--- config.mk ---
export PLATFORM = sky130hd
export DESIGN_NAME = wdt_timer
export DESIGN_NICKNAME = d
export VERILOG_FILES = /design/src/wdt_timer.v
export VERILOG_INCLUDE_DIRS = /design/src /design/src/src
export SDC_FILE = /design/constraint.sdc
export NUM_CORES = 1
export LEC_CHECK = 0
export BUFFER_PORTS_ARGS = -buffer_cell sky130_fd_sc_hd__buf_2
export CAP_MARGIN = 10
export CORE_UTILIZATION = 59
export CTS_BUF_LIST = sky130_fd_sc_hd__clkbuf_16
export DETAILED_ROUTE_END_ITERATION = 8
export GPL_TIMING_DRIVEN = 0
export PLACE_DENSITY = 0.95
export SLEW_MARGIN = 20
export SYNTH_ARGS = -nofsm -noshare
export SYNTH_HDL_FRONTEND = slang
export SYNTH_SLANG_ARGS = --single-unit
--- constraint.sdc ---
create_clock -name ref_clk -period 5.33 [get_ports ref_clk]
set_clock_uncertainty 0.05 [all_clocks]
set_input_delay 1.066 -clock ref_clk [delete_from_list [all_inputs] [get_ports ref_clk]]
set_output_delay 1.066 -clock ref_clk [all_outputs]
set_load 0.02 [all_outputs]
--- src/wdt_map.vh ---
/*
 * Register map, field positions, reset values and timing constants of the watchdog block.
 * Assumes a 125 MHz system clock and a 32-bit AXI4-Lite register bus.
 */
`ifndef WDT_MAP_VH
`define WDT_MAP_VH

// ****************************************
// Register byte offsets
// ****************************************
`define WDT_OFS_CONTROL 4'h0
`define WDT_OFS_STATUS 4'h4
`define WDT_OFS_IRQ_MASK 4'h8
`define WDT_OFS_COUNT 4'hC

// ****************************************
// Control register fields
// ****************************************
`define WDT_CTL_SWEN_BIT 0
`define WDT_CTL_PS_LSB 1
`define WDT_CTL_PS_MSB 5
`define WDT_PS_RESET 5'h0B
`define WDT_PS_MAX 5'h12
`define WDT_PS_MIN_SHIFT 5'h05
`define WDT_PS_BASE_SHIFT 5'h05

// ****************************************
// Mode configuration codes
// ****************************************
`define WDT_MODE_OFF 2'h0
`define WDT_MODE_SW 2'h1
`define WDT_MODE_NO_SLEEP 2'h2
`define WDT_MODE_ON 2'h3

// ****************************************
// Status and event bits
// ****************************************
`define WDT_EV_RESET_BIT 0
`define WDT_EV_WAKE_BIT 1
`define WDT_EV_W 2
`define WDT_STS_TO_BIT 2
`define WDT_STS_PD_BIT 3

// ****************************************
// Counter width
// ****************************************
`define WDT_CNT_W 24

`endif

--- src/wdt_timer.v ---
/*
 * Watchdog timer with AXI4-Lite register access, sticky event status and one interrupt.
 * Assumes slow_osc_clk is a free-running slow oscillator from another domain; it is
 * synchronised into ref_clk and its rising edges are counted. Other inputs are synchronous.
 * The slow clock must stay below a quarter of ref_clk, or edges would be missed.
 * Timeout requests are one-cycle pulses; the logic that owns reset and wake must
 * catch them on ref_clk. Event status bits are sticky until the status word is read.
 */
// The address map and the AXI4-Lite interface to the registers were decided locally.
// Function
// Counter advances on slow internal oscillator cycles, not the system clock.
// Mode 11: watchdog always active, also in sleep.
// Mode 10: active while awake, disabled in sleep.
// Mode 01: software enable decides; sleep changes nothing.
// Software enable bit honoured only in mode 01, ignored otherwise.
// Mode 00: watchdog disabled, counter held cleared.
// Period select resets to 01011, a 1:65536 prescale.
// Codes 00000..10010 select doubling ratios 1:32 to 1:8388608.
// Codes 10011..11111 give the minimum 1:32 interval.
// Clear on reset, clear instruction, sleep entry, wake, oscillator fail, disable.
// Wake with crystal clock holds clear until start-up timer ends.
// Enabled in sleep, counting resumes from zero after entry clear.
// Timeout in sleep wakes device and updates timeout and powerdown flags.
// Oscillator divider change leaves the counter alone.
// Timeout while awake issues a device reset.
// Timeout fires when count reaches two to the five plus code.
`include "wdt_map.vh"

module wdt_timer (
	// Clock and reset
	input wire ref_clk,
	input wire nrst,
	// Slow oscillator from its own domain
	input wire slow_osc_clk,
	// Configuration and device state
	input wire [1:0] watchdog_mode_cfg,
	input wire sleep_active,
	input wire clear_watchdog_instr,
	input wire osc_fail,
	input wire osc_startup_timer,
	input wire crystal_clock_sel,
	input wire internal_osc_divider_chg,
	// Watchdog results
	output reg wdt_reset_req,
	output reg wdt_wake_req,
	output reg timeout_flag_n,
	output reg powerdown_flag_n,
	output wire irq,
	// AXI4-Lite slave
	input wire [3:0] s_axi_awaddr,
	input wire s_axi_awvalid,
	output wire s_axi_awready,
	input wire [31:0] s_axi_wdata,
	input wire [3:0] s_axi_wstrb,
	input wire s_axi_wvalid,
	output wire s_axi_wready,
	output reg [1:0] s_axi_bresp,
	output reg s_axi_bvalid,
	input wire s_axi_bready,
	input wire [3:0] s_axi_araddr,
	input wire s_axi_arvalid,
	output wire s_axi_arready,
	output reg [31:0] s_axi_rdata,
	output reg [1:0] s_axi_rresp,
	output reg s_axi_rvalid,
	input wire s_axi_rready
);

	// ****************************************
	// Slow oscillator synchroniser
	// ****************************************
	reg osc_meta_q;
	reg osc_sync_q;
	reg osc_prev_q;
	wire osc_tick;

	always @(posedge ref_clk or negedge nrst) begin
		if (!nrst) begin
			osc_meta_q <= 1'b0;
			osc_sync_q <= 1'b0;
			osc_prev_q <= 1'b0;
		end else begin
			osc_meta_q <= slow_osc_clk;
			osc_sync_q <= osc_meta_q;
			osc_prev_q <= osc_sync_q;
		end
	end

	// Slow clock is far below ref_clk, so every edge is seen
	assign osc_tick = osc_sync_q & ~osc_prev_q;

	// ****************************************
	// Register state
	// ****************************************
	reg [4:0] period_sel_q;
	reg sw_watchdog_enable_q;
	reg [`WDT_EV_W-1:0] status_q;
	reg [`WDT_EV_W-1:0] mask_q;
	reg [`WDT_CNT_W-1:0] count_q;
	reg sleep_prev_q;
	reg ost_hold_q;

	// ****************************************
	// Mode decode
	// ****************************************
	reg wdt_active;

	always @* begin
		case (watchdog_mode_cfg)
			`WDT_MODE_ON: wdt_active = 1'b1;
			`WDT_MODE_NO_SLEEP: wdt_active = ~sleep_active;
			`WDT_MODE_SW: wdt_active = sw_watchdog_enable_q;
			`WDT_MODE_OFF: wdt_active = 1'b0;
			default: wdt_active = 1'b0;
		endcase
	end

	// ****************************************
	// Timeout limit
	// ****************************************
	reg [`WDT_CNT_W-1:0] limit;
	reg [4:0] limit_shift;

	// Largest shift is 23, so the limit always fits the counter
	always @* begin
		if (period_sel_q > `WDT_PS_MAX)
			limit_shift = `WDT_PS_MIN_SHIFT;
		else
			limit_shift = period_sel_q + `WDT_PS_BASE_SHIFT;
		limit = {{(`WDT_CNT_W-1){1'b0}}, 1'b1} << limit_shift;
	end

	// ****************************************
	// Counter and clear sources
	// ****************************************
	wire sleep_enter;
	wire sleep_exit;
	wire clr_instr;
	wire clr_sleep;
	wire clr_fail;
	wire clr_disabled;
	wire clr_startup;
	wire wdt_clear;
	wire [`WDT_CNT_W-1:0] count_next;
	wire limit_hit;
	wire timeout;

	assign sleep_enter = sleep_active & ~sleep_prev_q;
	assign sleep_exit = ~sleep_active & sleep_prev_q;
	assign clr_instr = clear_watchdog_instr;
	// Both sleep edges clear, so a sleep-time count always starts at zero
	assign clr_sleep = sleep_enter | sleep_exit;
	assign clr_fail = osc_fail;
	assign clr_disabled = ~wdt_active;
	// Crystal wake keeps clearing until the start-up timer has finished
	assign clr_startup = ost_hold_q | (sleep_exit & crystal_clock_sel);
	// Divider change is deliberately absent from the clear terms
	assign wdt_clear = clr_instr | clr_sleep | clr_fail | clr_disabled |
		clr_startup;

	// ****************************************
	// Timeout detection
	// ****************************************
	assign count_next = count_q + {{(`WDT_CNT_W-1){1'b0}}, 1'b1};
	assign limit_hit = (count_next >= limit);
	assign timeout = wdt_active & ~wdt_clear & osc_tick & limit_hit;

	// ****************************************
	// Sleep edges and start-up hold
	// ****************************************
	always @(posedge ref_clk or negedge nrst) begin
		if (!nrst) begin
			sleep_prev_q <= 1'b0;
			ost_hold_q <= 1'b0;
		end else begin
			sleep_prev_q <= sleep_active;
			// Hold ends when the start-up timer stops running
			if (sleep_exit & crystal_clock_sel)
				ost_hold_q <= 1'b1;
			else if (~osc_startup_timer)
				ost_hold_q <= 1'b0;
		end
	end

	always @(posedge ref_clk or negedge nrst) begin
		if (!nrst) begin
			count_q <= {`WDT_CNT_W{1'b0}};
		end else begin
			if (wdt_clear | timeout)
				count_q <= {`WDT_CNT_W{1'b0}};
			else if (osc_tick)
				count_q <= count_next;
		end
	end

	// ****************************************
	// Timeout actions and flags
	// ****************************************
	always @(posedge ref_clk or negedge nrst) begin
		if (!nrst) begin
			wdt_reset_req <= 1'b0;
			wdt_wake_req <= 1'b0;
			timeout_flag_n <= 1'b1;
			powerdown_flag_n <= 1'b1;
		end else begin
			wdt_reset_req <= timeout & ~sleep_active;
			wdt_wake_req <= timeout & sleep_active;
			if (timeout) begin
				timeout_flag_n <= 1'b0;
				powerdown_flag_n <= ~sleep_active;
			end else if (sleep_enter) begin
				timeout_flag_n <= 1'b1;
				powerdown_flag_n <= 1'b0;
			end else if (clear_watchdog_instr) begin
				timeout_flag_n <= 1'b1;
				powerdown_flag_n <= 1'b1;
			end
		end
	end

	// ****************************************
	// AXI4-Lite write channel
	// ****************************************
	reg aw_held_q;
	reg w_held_q;
	reg [3:0] aw_addr_q;
	reg [31:0] w_data_q;
	reg [3:0] w_strb_q;
	wire do_write;

	assign s_axi_awready = ~aw_held_q & ~s_axi_bvalid;
	assign s_axi_wready = ~w_held_q & ~s_axi_bvalid;
	assign do_write = aw_held_q & w_held_q;

	always @(posedge ref_clk or negedge nrst) begin
		if (!nrst) begin
			aw_held_q <= 1'b0;
			w_held_q <= 1'b0;
			aw_addr_q <= 4'h0;
			w_data_q <= 32'h0;
			w_strb_q <= 4'h0;
			s_axi_bvalid <= 1'b0;
			s_axi_bresp <= 2'h0;
			period_sel_q <= `WDT_PS_RESET;
			sw_watchdog_enable_q <= 1'b0;
			mask_q <= {`WDT_EV_W{1'b0}};
		end else begin
			if (s_axi_awvalid & s_axi_awready) begin
				aw_held_q <= 1'b1;
				aw_addr_q <= s_axi_awaddr;
			end
			if (s_axi_wvalid & s_axi_wready) begin
				w_held_q <= 1'b1;
				w_data_q <= s_axi_wdata;
				w_strb_q <= s_axi_wstrb;
			end
			if (do_write) begin
				aw_held_q <= 1'b0;
				w_held_q <= 1'b0;
				s_axi_bvalid <= 1'b1;
				s_axi_bresp <= 2'h0;
				case (aw_addr_q)
					`WDT_OFS_CONTROL: begin
						if (w_strb_q[0]) begin
							sw_watchdog_enable_q <= w_data_q[`WDT_CTL_SWEN_BIT];
							period_sel_q <= w_data_q[`WDT_CTL_PS_MSB:`WDT_CTL_PS_LSB];
						end
					end
					`WDT_OFS_IRQ_MASK: begin
						if (w_strb_q[0])
							mask_q <= w_data_q[`WDT_EV_W-1:0];
					end
					`WDT_OFS_STATUS: begin
					end
					`WDT_OFS_COUNT: begin
					end
					default: s_axi_bresp <= 2'h2;
				endcase
			end else if (s_axi_bvalid & s_axi_bready) begin
				s_axi_bvalid <= 1'b0;
			end
		end
	end

	// ****************************************
	// AXI4-Lite read channel and status
	// ****************************************
	wire status_rd;
	wire [`WDT_EV_W-1:0] events;

	assign s_axi_arready = ~s_axi_rvalid;
	assign status_rd = s_axi_arvalid & s_axi_arready & (s_axi_araddr == `WDT_OFS_STATUS);
	assign events = {wdt_wake_req, wdt_reset_req};
	assign irq = |(status_q & mask_q);

	// ****************************************
	// Sticky event status
	// ****************************************
	always @(posedge ref_clk or negedge nrst) begin
		if (!nrst) begin
			status_q <= {`WDT_EV_W{1'b0}};
		end else begin
			// New events win over the read-clear
			status_q <= (status_rd ? {`WDT_EV_W{1'b0}} : status_q) | events;
		end
	end

	// ****************************************
	// Read data select
	// ****************************************
	reg [31:0] rd_word;
	reg rd_err;

	// Reserved bits read as zero; unmapped offsets answer with an error
	always @* begin
		rd_word = 32'h0;
		rd_err = 1'b0;
		case (s_axi_araddr)
			`WDT_OFS_CONTROL: rd_word = {26'h0, period_sel_q, sw_watchdog_enable_q};
			`WDT_OFS_STATUS: rd_word = {28'h0, powerdown_flag_n, timeout_flag_n, status_q};
			`WDT_OFS_IRQ_MASK: rd_word = {30'h0, mask_q};
			`WDT_OFS_COUNT: rd_word = {8'h0, count_q};
			default: rd_err = 1'b1;
		endcase
	end

	// ****************************************
	// Read response
	// ****************************************
	always @(posedge ref_clk or negedge nrst) begin
		if (!nrst) begin
			s_axi_rvalid <= 1'b0;
			s_axi_rdata <= 32'h0;
			s_axi_rresp <= 2'h0;
		end else begin
			if (s_axi_arvalid & s_axi_arready) begin
				s_axi_rvalid <= 1'b1;
				s_axi_rdata <= rd_word;
				s_axi_rresp <= rd_err ? 2'h2 : 2'h0;
			end else if (s_axi_rvalid & s_axi_rready) begin
				s_axi_rvalid <= 1'b0;
			end
		end
	end

endmodule // wdt_timer

# Word-level counts from Yosys, hierarchy flattened
# Cells that the tools add are included.
[totals]
regBits = 94
inputBits = 60
output_inout_bits = 46
word_cells = 112
[classes]
addsub = 2
n_lt_le_gt_ge = 2
eq_ne = 10
shift = 1
muxes = 23
n_bitwise = 36
reduce_logical = 14
[op_table]
columns = ["operator", "n"]
rows = [
  ["case mux 24 bit (4 select lines)", 1],
  ["two-way mux 24 bit", 2],
  ["adder 24 x 1 -> 24 bit (second input constant)", 1],
  ["greater-or-equal comparator 24 bit", 1],
  ["left shift 1 x 5 -> 24 bit (first input constant)", 1],
  ["AND 1 bit", 18],
  ["== test 4 bit (second input constant)", 4],
  ["two-way mux 1 bit", 15],
  ["nonzero test 2 bit", 5],
  ["NOT 1 bit", 9],
  ["== test 4 x 3 -> 1 bit (second input constant)", 2],
  ["logical NOT 4 bit", 2],
  ["OR reduction 4 bit", 2],
  ["OR 1 bit", 7],
  ["two-way mux 2 bit", 3],
  ["AND reduction 3 bit", 2],
  ["adder 5 x 3 -> 5 bit (second input constant)", 1],
  ["greater-than comparator 5 bit (second input constant)", 1],
  ["two-way mux 5 bit", 1],
  ["== test 2 bit (second input constant)", 2],
  ["case mux 1 bit (4 select lines)", 1],
  ["nonzero test 3 bit", 1],
  ["AND 2 bit", 1],
  ["== test 2 x 1 -> 1 bit (second input constant)", 1],
  ["4 further kinds", 4],
]

# Logic depth before layout (Yosys ltp)
# Gate-level depths: netlist of run 1.
[depth]
ltp_word = 13
depth_mapped = 17
depth_no_buf = 15

# Least setup slack after synthesis of run 1
# Ideal clock, no wire load.
[synth_path]
path_kind = "reg2reg"
startpoint = "reg period_sel_q[1]"
endpoint = "reg count_q[7]"
setup_time_ns = 0.101
t_arrival_ns = 3.223
t_required_ns = 5.179
setup_slack_ns = 1.956
path_stages_with_launch = 15
path_buffers = 1
period_less_slack_ns = 3.374
path_cell_list = "dfstp_2 ha_1 nor2b_1 nor3_1 nand2b_1 nand2_1 nor4_1 nand2_1 ha_1 a21oi_1 a21boi_0 o41ai_2 clkbuf_1 nand4_1 o311ai_2"
[synth_via]
elab_chain_cells = 7
elab_cells_between_ends = 9
cone_classes = "add/sub: 1; order compare: 2; shift: 1; mux: 2; bitwise: 2; reduce/logical: 1"
[synth_rtl]
columns = ["item", "line_no", "rtl"]
rows = [
  ["start: declaration", "wdt_timer.v:95", "reg [4:0] period_sel_q;"],
  ["start signal: assignment", "wdt_timer.v:244", "period_sel_q <= `WDT_PS_RESET;"],
  ["start signal: assignment", "wdt_timer.v:266", "period_sel_q <= w_data_q[`WDT_CTL_PS_MSB:`WDT_CTL_PS_LSB];"],
  ["adder 5 x 3 -> 5 bit (no source line) or greater-than comparator 5 bit (tied branches)", "--", ""],
  ["two-way mux 5 bit *", "wdt_timer.v:126", "if (period_sel_q > `WDT_PS_MAX)"],
  ["left shift 1 x 5 -> 24 bit *", "wdt_timer.v:130", "limit = {{(`WDT_CNT_W-1){1'b0}}, 1'b1} << limit_shift;"],
  ["greater-or-equal comparator 24 bit *", "wdt_timer.v:165", "assign limit_hit = (count_next >= limit);"],
  ["AND 1 bit *", "wdt_timer.v:166", "assign timeout = wdt_active & ~wdt_clear & osc_tick & limit_hit;"],
  ["OR 1 bit *", "wdt_timer.v:189", "if (wdt_clear | timeout)"],
  ["two-way mux 24 bit or nonzero test 2 bit (tied branches)", "--", ""],
  ["end signal: assignment", "wdt_timer.v:187", "count_q <= {`WDT_CNT_W{1'b0}};"],
  ["end signal: assignment", "wdt_timer.v:190", "count_q <= {`WDT_CNT_W{1'b0}};"],
  ["end signal: assignment", "wdt_timer.v:192", "count_q <= count_next;"],
  ["end: declaration", "wdt_timer.v:99", "reg [`WDT_CNT_W-1:0] count_q;"],
]
# Every way passes the cells marked *; elsewhere a longest branch is shown, timed or not.
# A chain may end at the register's enable or synchronous reset.

# Worst setup path in the final report of run 1
[layout_path]
startpoint = "reg period_sel_q[1]"
endpoint = "reg count_q[15]"
# The elaborated chain is that of the path after synthesis.

==> impl_metrics.ini, run 1 <==
[placed_design]
place_ws_ns = 1.04
io_buffers = 63
dpl-instance-area_sq_mm = 0.00533
gp_congestion = 0.876
dp_hpwl_um = 8880

[critical_path]
crit_path_end = count_q[15]
critical_path_arrival_ns = 4.77
worstRegToRegCells = 14
path_class = register to register
cp-startpoint = period_sel_q[1]
reg2reg_from = period_sel_q[1]
crit_path_end_kind = register
critPathMaxFanout = 10
required_ns = 5.54
r2r_end = count_q[15]
rrSetupSlack_ns = 0.77
start_kind = register

[route]
postRouteAntennaNets = 0
drt-vias-per-instance = 6.23
wl_um = 12400
drtIter0Drc = 376
drc = 0
via_count = 4180
drtPass1Iterations = 5
wl_per_cell_um = 18.5

[flow_run]
maxCapViolCount = 0

[finish]
nNetsFinal = 653
layout_common_cells = 79 x dfrtp_1, 64 x nand2_1, 63 x buf_2
fillers = 549
area_delta_synth_final_pct = 17.3
layout-drive-gt1-share = 0.230
antenna_cells = 0
final_common_cell = dfrtp_1
final_area_sq_mm = 0.00566

[cts]
cts_root_buffer = clkbuf_16
cts-htree-levels = 3
cts_resized = 0
clk_path_buf_depth = 2
cts-hold-fix-buffers = 0
cts_setup_buffers = 0
numCtsBuffers = 9
clk_pin_slew_ns = 0.07
insertion_delay_ns = 0.35
cts.sinks = 84
cts_tree = yes

[logic_synthesis]
ys_seq_elements = 84
async_flop_share = 1.00
ys_types = 54
seq_area_frac_synth = 0.437
ys.flop_type = dfrtp_1
syn_area_sq_mm = 0.00482
syn_inst = 480
yosys_warnings = 0
synth-edff-count = 0
avgSynthCellArea_sq_um = 10.1

[sta]
setup_violations = 0
whs_ns = 0.310
max_freq_ghz = 0.220
fin_setup_tns_ns = 0
rsz0062_at_grt = no
worst_slack_ns = 0.775
maxSlewViolCount = 0
period_minus_slack_ns = 4.56
hold_violations = 0
fin_crit_sh = 0.855
max_slew_margin = 0.463
worstMarginPinSlew_ns = 0.798

[pwr]
ir_worst_vdd_v = 0.000287
power.switching_mw = 1.01
intPower_mw = 1.47
leakagePower_nw = 2.66
sequentialPowerShare = 0.337
powerDensity_mw_per_mm2 = 437
total_power_mw = 2.48
switching_share = 0.406
pwr-share-comb = 0.382
p_clk_frac = 0.280

[global_route]
grt_antenna_before_repair = 0
grt_max_degree = 61
grtUsageTotal = 0.311
overflow = 0
grt_first_pass_wirelength_um = 20500
grt_pass1_vias = 4268

[floorplanning]
die_h_um = 92.4
die_w_um = 92.4
die-area_sq_mm = 0.00854
start_util = 0.618
placementRows = 32
core_area_sq_mm = 0.00781
io_pins = 106

[hold_path]
hold_path_class = register to register
min_from = osc_sync_q

[status]
status = completed
-- sequential cells by signal, indices dropped and copies added (netlist names), 2 cells and up --
register,cells
w_data_q,6
s_axi_rdata,24
mask_q,2
period_sel_q,5
count_q,24
aw_addr_q,4
status_q,2
-- kinds of logic after synthesis --
logic type,count (synthesis),share of synthesized area
XOR/XNOR,22,0.0399
multiplexers,27,0.0664
buffers and inverters,48,0.0508
flip-flops,84,0.437
other,1,0.000777
adder cells (fa/ha/maj),29,0.0752
AO/OA/AOI/OAI,92,0.144
AND/OR/NAND/NOR,177,0.185
-- worst max-delay path: stages (launching register included) --
cell,delay (ns)
dfstp_2,0.59
ha_1,0.20
nor2b_1,0.05
nor3_1,0.28
nand2b_1,0.20
nand2_1,0.11
nor4_1,0.62
nand2_1,0.12
ha_1,0.34
a21oi_1,0.19
a21boi_0,0.15
o41ai_2,0.67
clkbuf_1,0.53
nand4_1,0.20
mux2i_1,0.17
-- area by class of cell --
cell class	count	area, sq um	share of cell area
buffer	38	208	0.0367
clock inverter	7	105	0.0186
inverter	10	37.5	0.00663
clock buffer	9	225	0.0398
timing repair buffer	64	345	0.0610
multi-input combinational	357	2500	0.442
tap	102	128	0.0225
sequential	84	2110	0.372
-- power groups by stage --
stage / sequential, mW / combinational, mW / clock (mW)
floorplan: 0.823 / 0.635 / 0
global placement: 0.826 / 0.865 / 0
detailed placement: 0.842 / 0.907 / 0
CTS: 0.832 / 0.920 / 0.697
global route: 0.843 / 1.02 / 0.722
finish: 0.835 / 0.947 / 0.694
-- Yosys cell counts (all sizes together), types with 4 or more instances --
library cell,number,area [sq um]
ha,29,363
nand4b,5,43.8
nor3,11,55.1
and2,7,43.8
nor2,22,82.6
a211oi,4,30.0
and3,7,43.8
nor4,4,31.3
clkbuf,22,82.6
nand2,65,246
mux2,20,225
a32o,9,90.1
mux2i,5,50.1
nand2b,6,37.5
xnor2,14,123
nand4,15,93.8
nor2b,6,37.5
buf,16,125
o21ai,17,85.1
nand3,18,90.1
a21oi,14,70.1
a22o,22,193
dfstp,5,131
xor2,8,70.1
dfrtp,79,1980
a31oi,4,25.0
inv,10,37.5
o211ai,6,45.0
-- how the worst min path moves through the flow --
stage               depth (start not counted)  slack (ns)    endpoint
floorplan                                   0        0.28  osc_sync_q
global placement                            0        0.29  osc_sync_q
detailed placement                          0        0.29  osc_sync_q
CTS                                         0        0.31  osc_sync_q
global route                                0        0.32  osc_prev_q
finish                                      0        0.31  osc_prev_q
-- routing by layer --
| layer | share of wire | routed length, um | vias up | track usage |
|---|---|---|---|---|
| met5 | 0 | 0 | - | 0 |
| met4 | 0.039 | 487 | 0 | 0.163 |
| met3 | 0.070 | 871 | 48 | 0.0722 |
| met2 | 0.51 | 6290 | 231 | 0.523 |
| met1 | 0.38 | 4770 | 2008 | 0.369 |
| li1 | - | - | 1893 | - |
-- through the flow --
step	instances	util
6_report	671	0.725
3_3_place_gp	654	0.679
3_5_place_dp	655	0.683
2_1_floorplan	489	-
4_1_cts	671	0.725
5_1_grt	671	0.725
Note: power is estimated with default switching activity, not from simulation.
==> run 2, diff against run 1 <==
Settings changed: ABC_AREA set to 1, CORE_UTILIZATION 59 to 60, HOLD_SLACK_MARGIN set to 0.1.
==> impl_metrics.ini, run 2 <==
[cts]
clk_pin_slew_ns = 0.07
cts_tree = yes
cts_resized = 0
clk_path_buf_depth = 2
cts_setup_buffers = 0
cts-hold-fix-buffers = 0
cts-htree-levels = 3
cts.sinks = 84
insertion_delay_ns = 0.35
numCtsBuffers = 9
cts_root_buffer = clkbuf_16

[global_route]
grtUsageTotal = 0.340
overflow = 0
grt_first_pass_wirelength_um = 22900
grt_antenna_before_repair = 0
grt_pass1_vias = 4996
grt_max_degree = 47

[route]
drtPass1Iterations = 5
drtIter0Drc = 404
drt-vias-per-instance = 5.68
drc = 0
postRouteAntennaNets = 0
wl_um = 13800
wl_per_cell_um = 16.1
via_count = 4854

[logic_synthesis]
ys_seq_elements = 84
yosys_warnings = 0
synth-edff-count = 0
synth_commonest_cells = 172 x nand2_1, 81 x nand3_1, 79 x dfrtp_1
synth_compound_area_frac = 0.0805
yosys.area.top_type_share = 0.387
synth_top_family_by_area = simple AND/OR/NAND/NOR gates
synth_mux_area_frac = 0.0154
seq_area_frac_synth = 0.412
ys.flop_type = dfrtp_1
ys_types = 34
synth_most_common_cell = nand2_1
async_flop_share = 1.00
synth-simple-area-share = 0.301
synth_xor_area_frac = 0.0289
syn_area_sq_mm = 0.00511
synth_area_leaders = dfrtp_1 39%, nand2_1 13%, nand3_1 7.9%, ha_1 7.1%, inv_1 5.4%
synth_adder_area_share = 0.0710
synth_area_leader_cell = dfrtp_1
avgSynthCellArea_sq_um = 7.77
syn_inst = 658

[placed_design]
place_inst = 838
place_ws_ns = 1.81
io_buffers = 65
dp_hpwl_um = 10400
gp_congestion = 0.973
dpl-instance-area_sq_mm = 0.00563

[finish]
layout-drive-gt1-share = 0.186
reg.largest.list = count_q (24), s_axi_rdata (24), w_data_q (6)
area_delta_synth_final_pct = 15.9
antenna_cells = 0
nNetsFinal = 833
stdcell_count = 854
final_area_sq_mm = 0.00593
final_common_cell = nand2_1
layout_common_cells = 172 x nand2_1, 81 x nand3_1, 79 x dfrtp_1

[critical_path]
path_class = register to register
start_kind = register
crit_path_end_kind = register
rrSetupSlack_ns = 1.67
critical_path_arrival_ns = 3.89
r2r_end = count_q[11]
cp_slowest_cell = dfstp_2
crit_path_max_incr_delay_ns = 0.62
critPathMaxFanout = 10
crit_top_cell = nand3_1
crit_family = simple AND/OR/NAND/NOR gates
required_ns = 5.56
cp_num_buf_inv = 4
reg2reg_from = period_sel_q[0]
worstPathCellList = inv_1 > ha_1 > o21a_1 > nor2_2 > a21oi_1 > buf_2 > inv_1 > nand3_1 > ha_1 > a21oi_1 > nand3_1 > nor2_1 > nor2_2 > nor2_4 > buf_2 > nand3_1 > nand2_1
worstRegToRegCells = 17

[sta]
whs_ns = 0.300
hold_violations = 0
fin_setup_tns_ns = 0
fin_crit_sh = 0.687
setup_violations = 0
worst_slack_ns = 1.67
period_minus_slack_ns = 3.66
max_freq_ghz = 0.273
max_slew_margin = 0.599
worstMarginPinSlew_ns = 0.602
rsz0062_at_grt = no
maxSlewViolCount = 0

[hold_path]
hold_path_class = register to register
worstHoldEndpoint = osc_sync_q
worst_hold_path.num_cells = 0
min_from = osc_meta_q

[flow_run]
maxCapViolCount = 0

[floorplanning]
placementRows = 33
start_util = 0.622
die_h_um = 94.3
die-area_sq_mm = 0.00890
io_pins = 106
die_w_um = 94.3
core_area_sq_mm = 0.00822

[pwr]
leakagePower_nw = 3.12
ir_worst_vdd_v = 0.000298
powerDensity_mw_per_mm2 = 415

[status]
status = completed
==> run 2: how the worst max path moves through the flow <==
stage,cells past startpoint,from,slack (ns),to
global placement,18,period_sel_q[0],1.91,count_q[11]
CTS,17,period_sel_q[0],1.76,count_q[2]
floorplan,19,period_sel_q[0],2.31,count_q[18]
global route,18,period_sel_q[0],1.48,count_q[11]
finish,17,period_sel_q[0],1.67,count_q[11]
detailed placement,18,period_sel_q[0],1.81,count_q[2]
==> run 2: layout make-up <==
type	instances	area, sq um
timing repair buffer	66	348
fill	610	2290
inverter	83	312
tap	105	131
buffer	28	150
multi-input combinational	472	2580
clock buffer	9	225
clock inverter	7	75.1
sequential	84	2110
==> run 2: logic make-up (layout without fill, tap and decap cells) <==
| group | after synthesis | after routing |
|---|---|---|
| fa+ha+maj | 29 | 29 |
| buf+inv | 111 | 193 |
| flops | 84 | 84 |
| compound gates | 70 | 70 |
| xor+xnor | 16 | 16 |
| simple gates | 340 | 340 |
| other cells | 1 | 10 |
| mux | 7 | 7 |
==> run 2: metal layers <==
layer  vias to the layer above  global-route usage  wire [um]
met3                        58              0.0672        982
met2                       232               0.597       6930
met1                      2274               0.382       5290
li1                       2290                   -          -
met5                         -                   0          0
met4                         0               0.200        587
==> run 2: power breakdown <==
part | internal, mW | switching [mW] | leakage [nW]
combinational | 0.306 | 0.711 | 1.88
clock | 0.366 | 0.272 | 0.144
sequential | 0.742 | 0.0659 | 1.10
==> run 2: metrics by stage <==
step           utilization  total power, mW
6_report             0.721             2.46
5_1_grt              0.721             2.61
4_1_cts              0.721             2.44
3_5_place_dp         0.685             1.81
3_3_place_gp         0.682             1.75
2_1_floorplan            -             1.53
==> run 3, diff against run 2 <==
Settings changed: CORE_UTILIZATION 60 to 50, PLACE_DENSITY 0.95 to 0.88.
Clock period 5.33 ns to 3.2 ns, I/O delays scaled along.
==> impl_metrics.ini, run 3 (same netlist as run 2, synthesis figures left out) <==
[sta]
max_slew_margin = 0.627
max_freq_ghz = 0.290
worst_slack_ns = -0.247
whs_ns = 0.135
worstMarginPinSlew_ns = 0.559
setup_violations = 27
hold_violations = 0
period_minus_slack_ns = 3.45
fin_crit_sh = 1.08
rsz0062_at_grt = yes
maxSlewViolCount = 0

[hold_path]
hold_path_class = input pin to async pin

[cts]
cts_root_buffer = clkbuf_16
clk_path_buf_depth = 2
insertion_delay_ns = 0.35
cts.sinks = 84
cts-hold-fix-buffers = 0
cts-htree-levels = 3
numCtsBuffers = 9
cts_tree = yes
clk_pin_slew_ns = 0.07

[floorplanning]
die-area_sq_mm = 0.0106
placementRows = 36
io_pins = 106
start_util = 0.518
die_w_um = 103
core_area_sq_mm = 0.00986
die_h_um = 103

[finish]
area_delta_synth_final_pct = 26.6
stdcell_count = 897
nNetsFinal = 848
final_area_sq_mm = 0.00647
multiInputGateArea_sq_mm = 0.00293
layout-drive-gt1-share = 0.280
layout_common_cells = 156 x nand2_1, 78 x dfrtp_1, 70 x inv_1
reg.largest.list = count_q (24), s_axi_rdata (24), w_data_q (6)
final_common_cell = nand2_1
antenna_cells = 0
regArea_sq_mm = 0.00211
fillers = 722

[critical_path]
required_ns = 3.43
critPathMaxFanout = 10
critical_path_arrival_ns = 3.67
start_kind = register
path_class = register to register
worstRegToRegCells = 17
crit_path_end_kind = register

[route]
via_count = 5172
drtIter0Drc = 504
wl_um = 15200
drtPass1Iterations = 7
drt-vias-per-instance = 5.77
postRouteAntennaNets = 0
wl_per_cell_um = 17.0
drc = 0

[global_route]
grt_pass1_vias = 4517
grt_antenna_before_repair = 0
grtUsageTotal = 0.265
grt_first_pass_wirelength_um = 21200
grt_max_degree = 61
overflow = 0

[placed_design]
place_inst = 866
dpl-instance-area_sq_mm = 0.00567
io_buffers = 65
dp_hpwl_um = 9420
gp_congestion = 0.965

[pwr]
powerDensity_mw_per_mm2 = 800
leakagePower_nw = 3.24
ir_worst_vdd_v = 0.000494

[status]
failed_checks = setup timing
status = finished with violations

[flow_run]
maxCapViolCount = 0
[run 3: changes by cell type in the layout (fill, tap and decap cells not counted), sizes merged]
cell / before / now
buf: 83 / 98
clkinvlp: 2 / 3
bufinv: 1 / 0
[run 3: report_power, final]
group	internal, mW	switching [mW]
sequential	1.24	0.114
combinational	1.04	1.77
clock	0.538	0.474
[run 3: layer usage]
metal  part of all wire  vias to the layer above  wire (um)  track usage
met5                  0                        -          0            0
met4              0.063                        0        960        0.147
met2               0.48                      329       7370        0.450
met1               0.37                     2415       5660        0.313
li1                   -                     2326          -            -
met3              0.081                      102       1240       0.0583
[run 3: worst max-delay path, stage by stage (launching register included)]
cell and delay, ns:
dfstp_2 0.58, buf_8 0.12, buf_4 0.12, nand2_1 0.06
a21oi_1 0.32, nand3b_4 0.28, buf_6 0.17, nand3_1 0.11
ha_1 0.34, nand2_2 0.10, nor2_2 0.05, a21boi_1 0.12
nor2_1 0.22, nand2_2 0.11, nor2_4 0.24, buf_6 0.18
nand3_2 0.08, nand2_1 0.10
[run 3: through the flow]
step | setup slack, ns | utilization | power (mW) | setup TNS [ns]
after floorplan | 0.184 | - | 2.54 | 0
after global placement | -0.208 | 0.572 | 2.91 | -3.73
after detailed placement | -0.299 | 0.575 | 2.97 | -5.99
after CTS | -0.00596 | 0.617 | 4.29 | -0.00596
after global routing | -0.366 | 0.656 | 5.38 | -8.14
final | -0.247 | 0.656 | 5.18 | -4.98
[run 3: layout make-up]
class	instances	area share
Multi-Input combinational cell	472	0.453
Clock inverter	7	0.00909
Tap cell	133	0.0257
Sequential cell	84	0.326
Buffer	28	0.0265
Clock buffer	9	0.0348
Inverter	83	0.0493
Timing Repair Buffer	81	0.0758
[run 3: what timing repair did]
action / CTS / global route
setup endpoints to repair: 28 / 27
pin swaps: 10 / 44
resized for setup: 30 / 66
buffers inserted: 3 / 10
gates cloned: 0 / 2
[run 3: worst paths after layout]
| path | startpoint | to | slack [ns] |
|---|---|---|---|
| max | period_sel_q[0] | count_q[21] | -0.25 |
| min | nrst | w_held_q | 0.14 |
| max reg2reg | period_sel_q[0] | count_q[21] | -0.25 |
| min reg2reg | osc_meta_q | osc_sync_q | 0.30 |
| max in group asynchronous | nrst | powerdown_flag_n | 2.33 |
| min in group ref_clk | osc_meta_q | osc_sync_q | 0.30 |
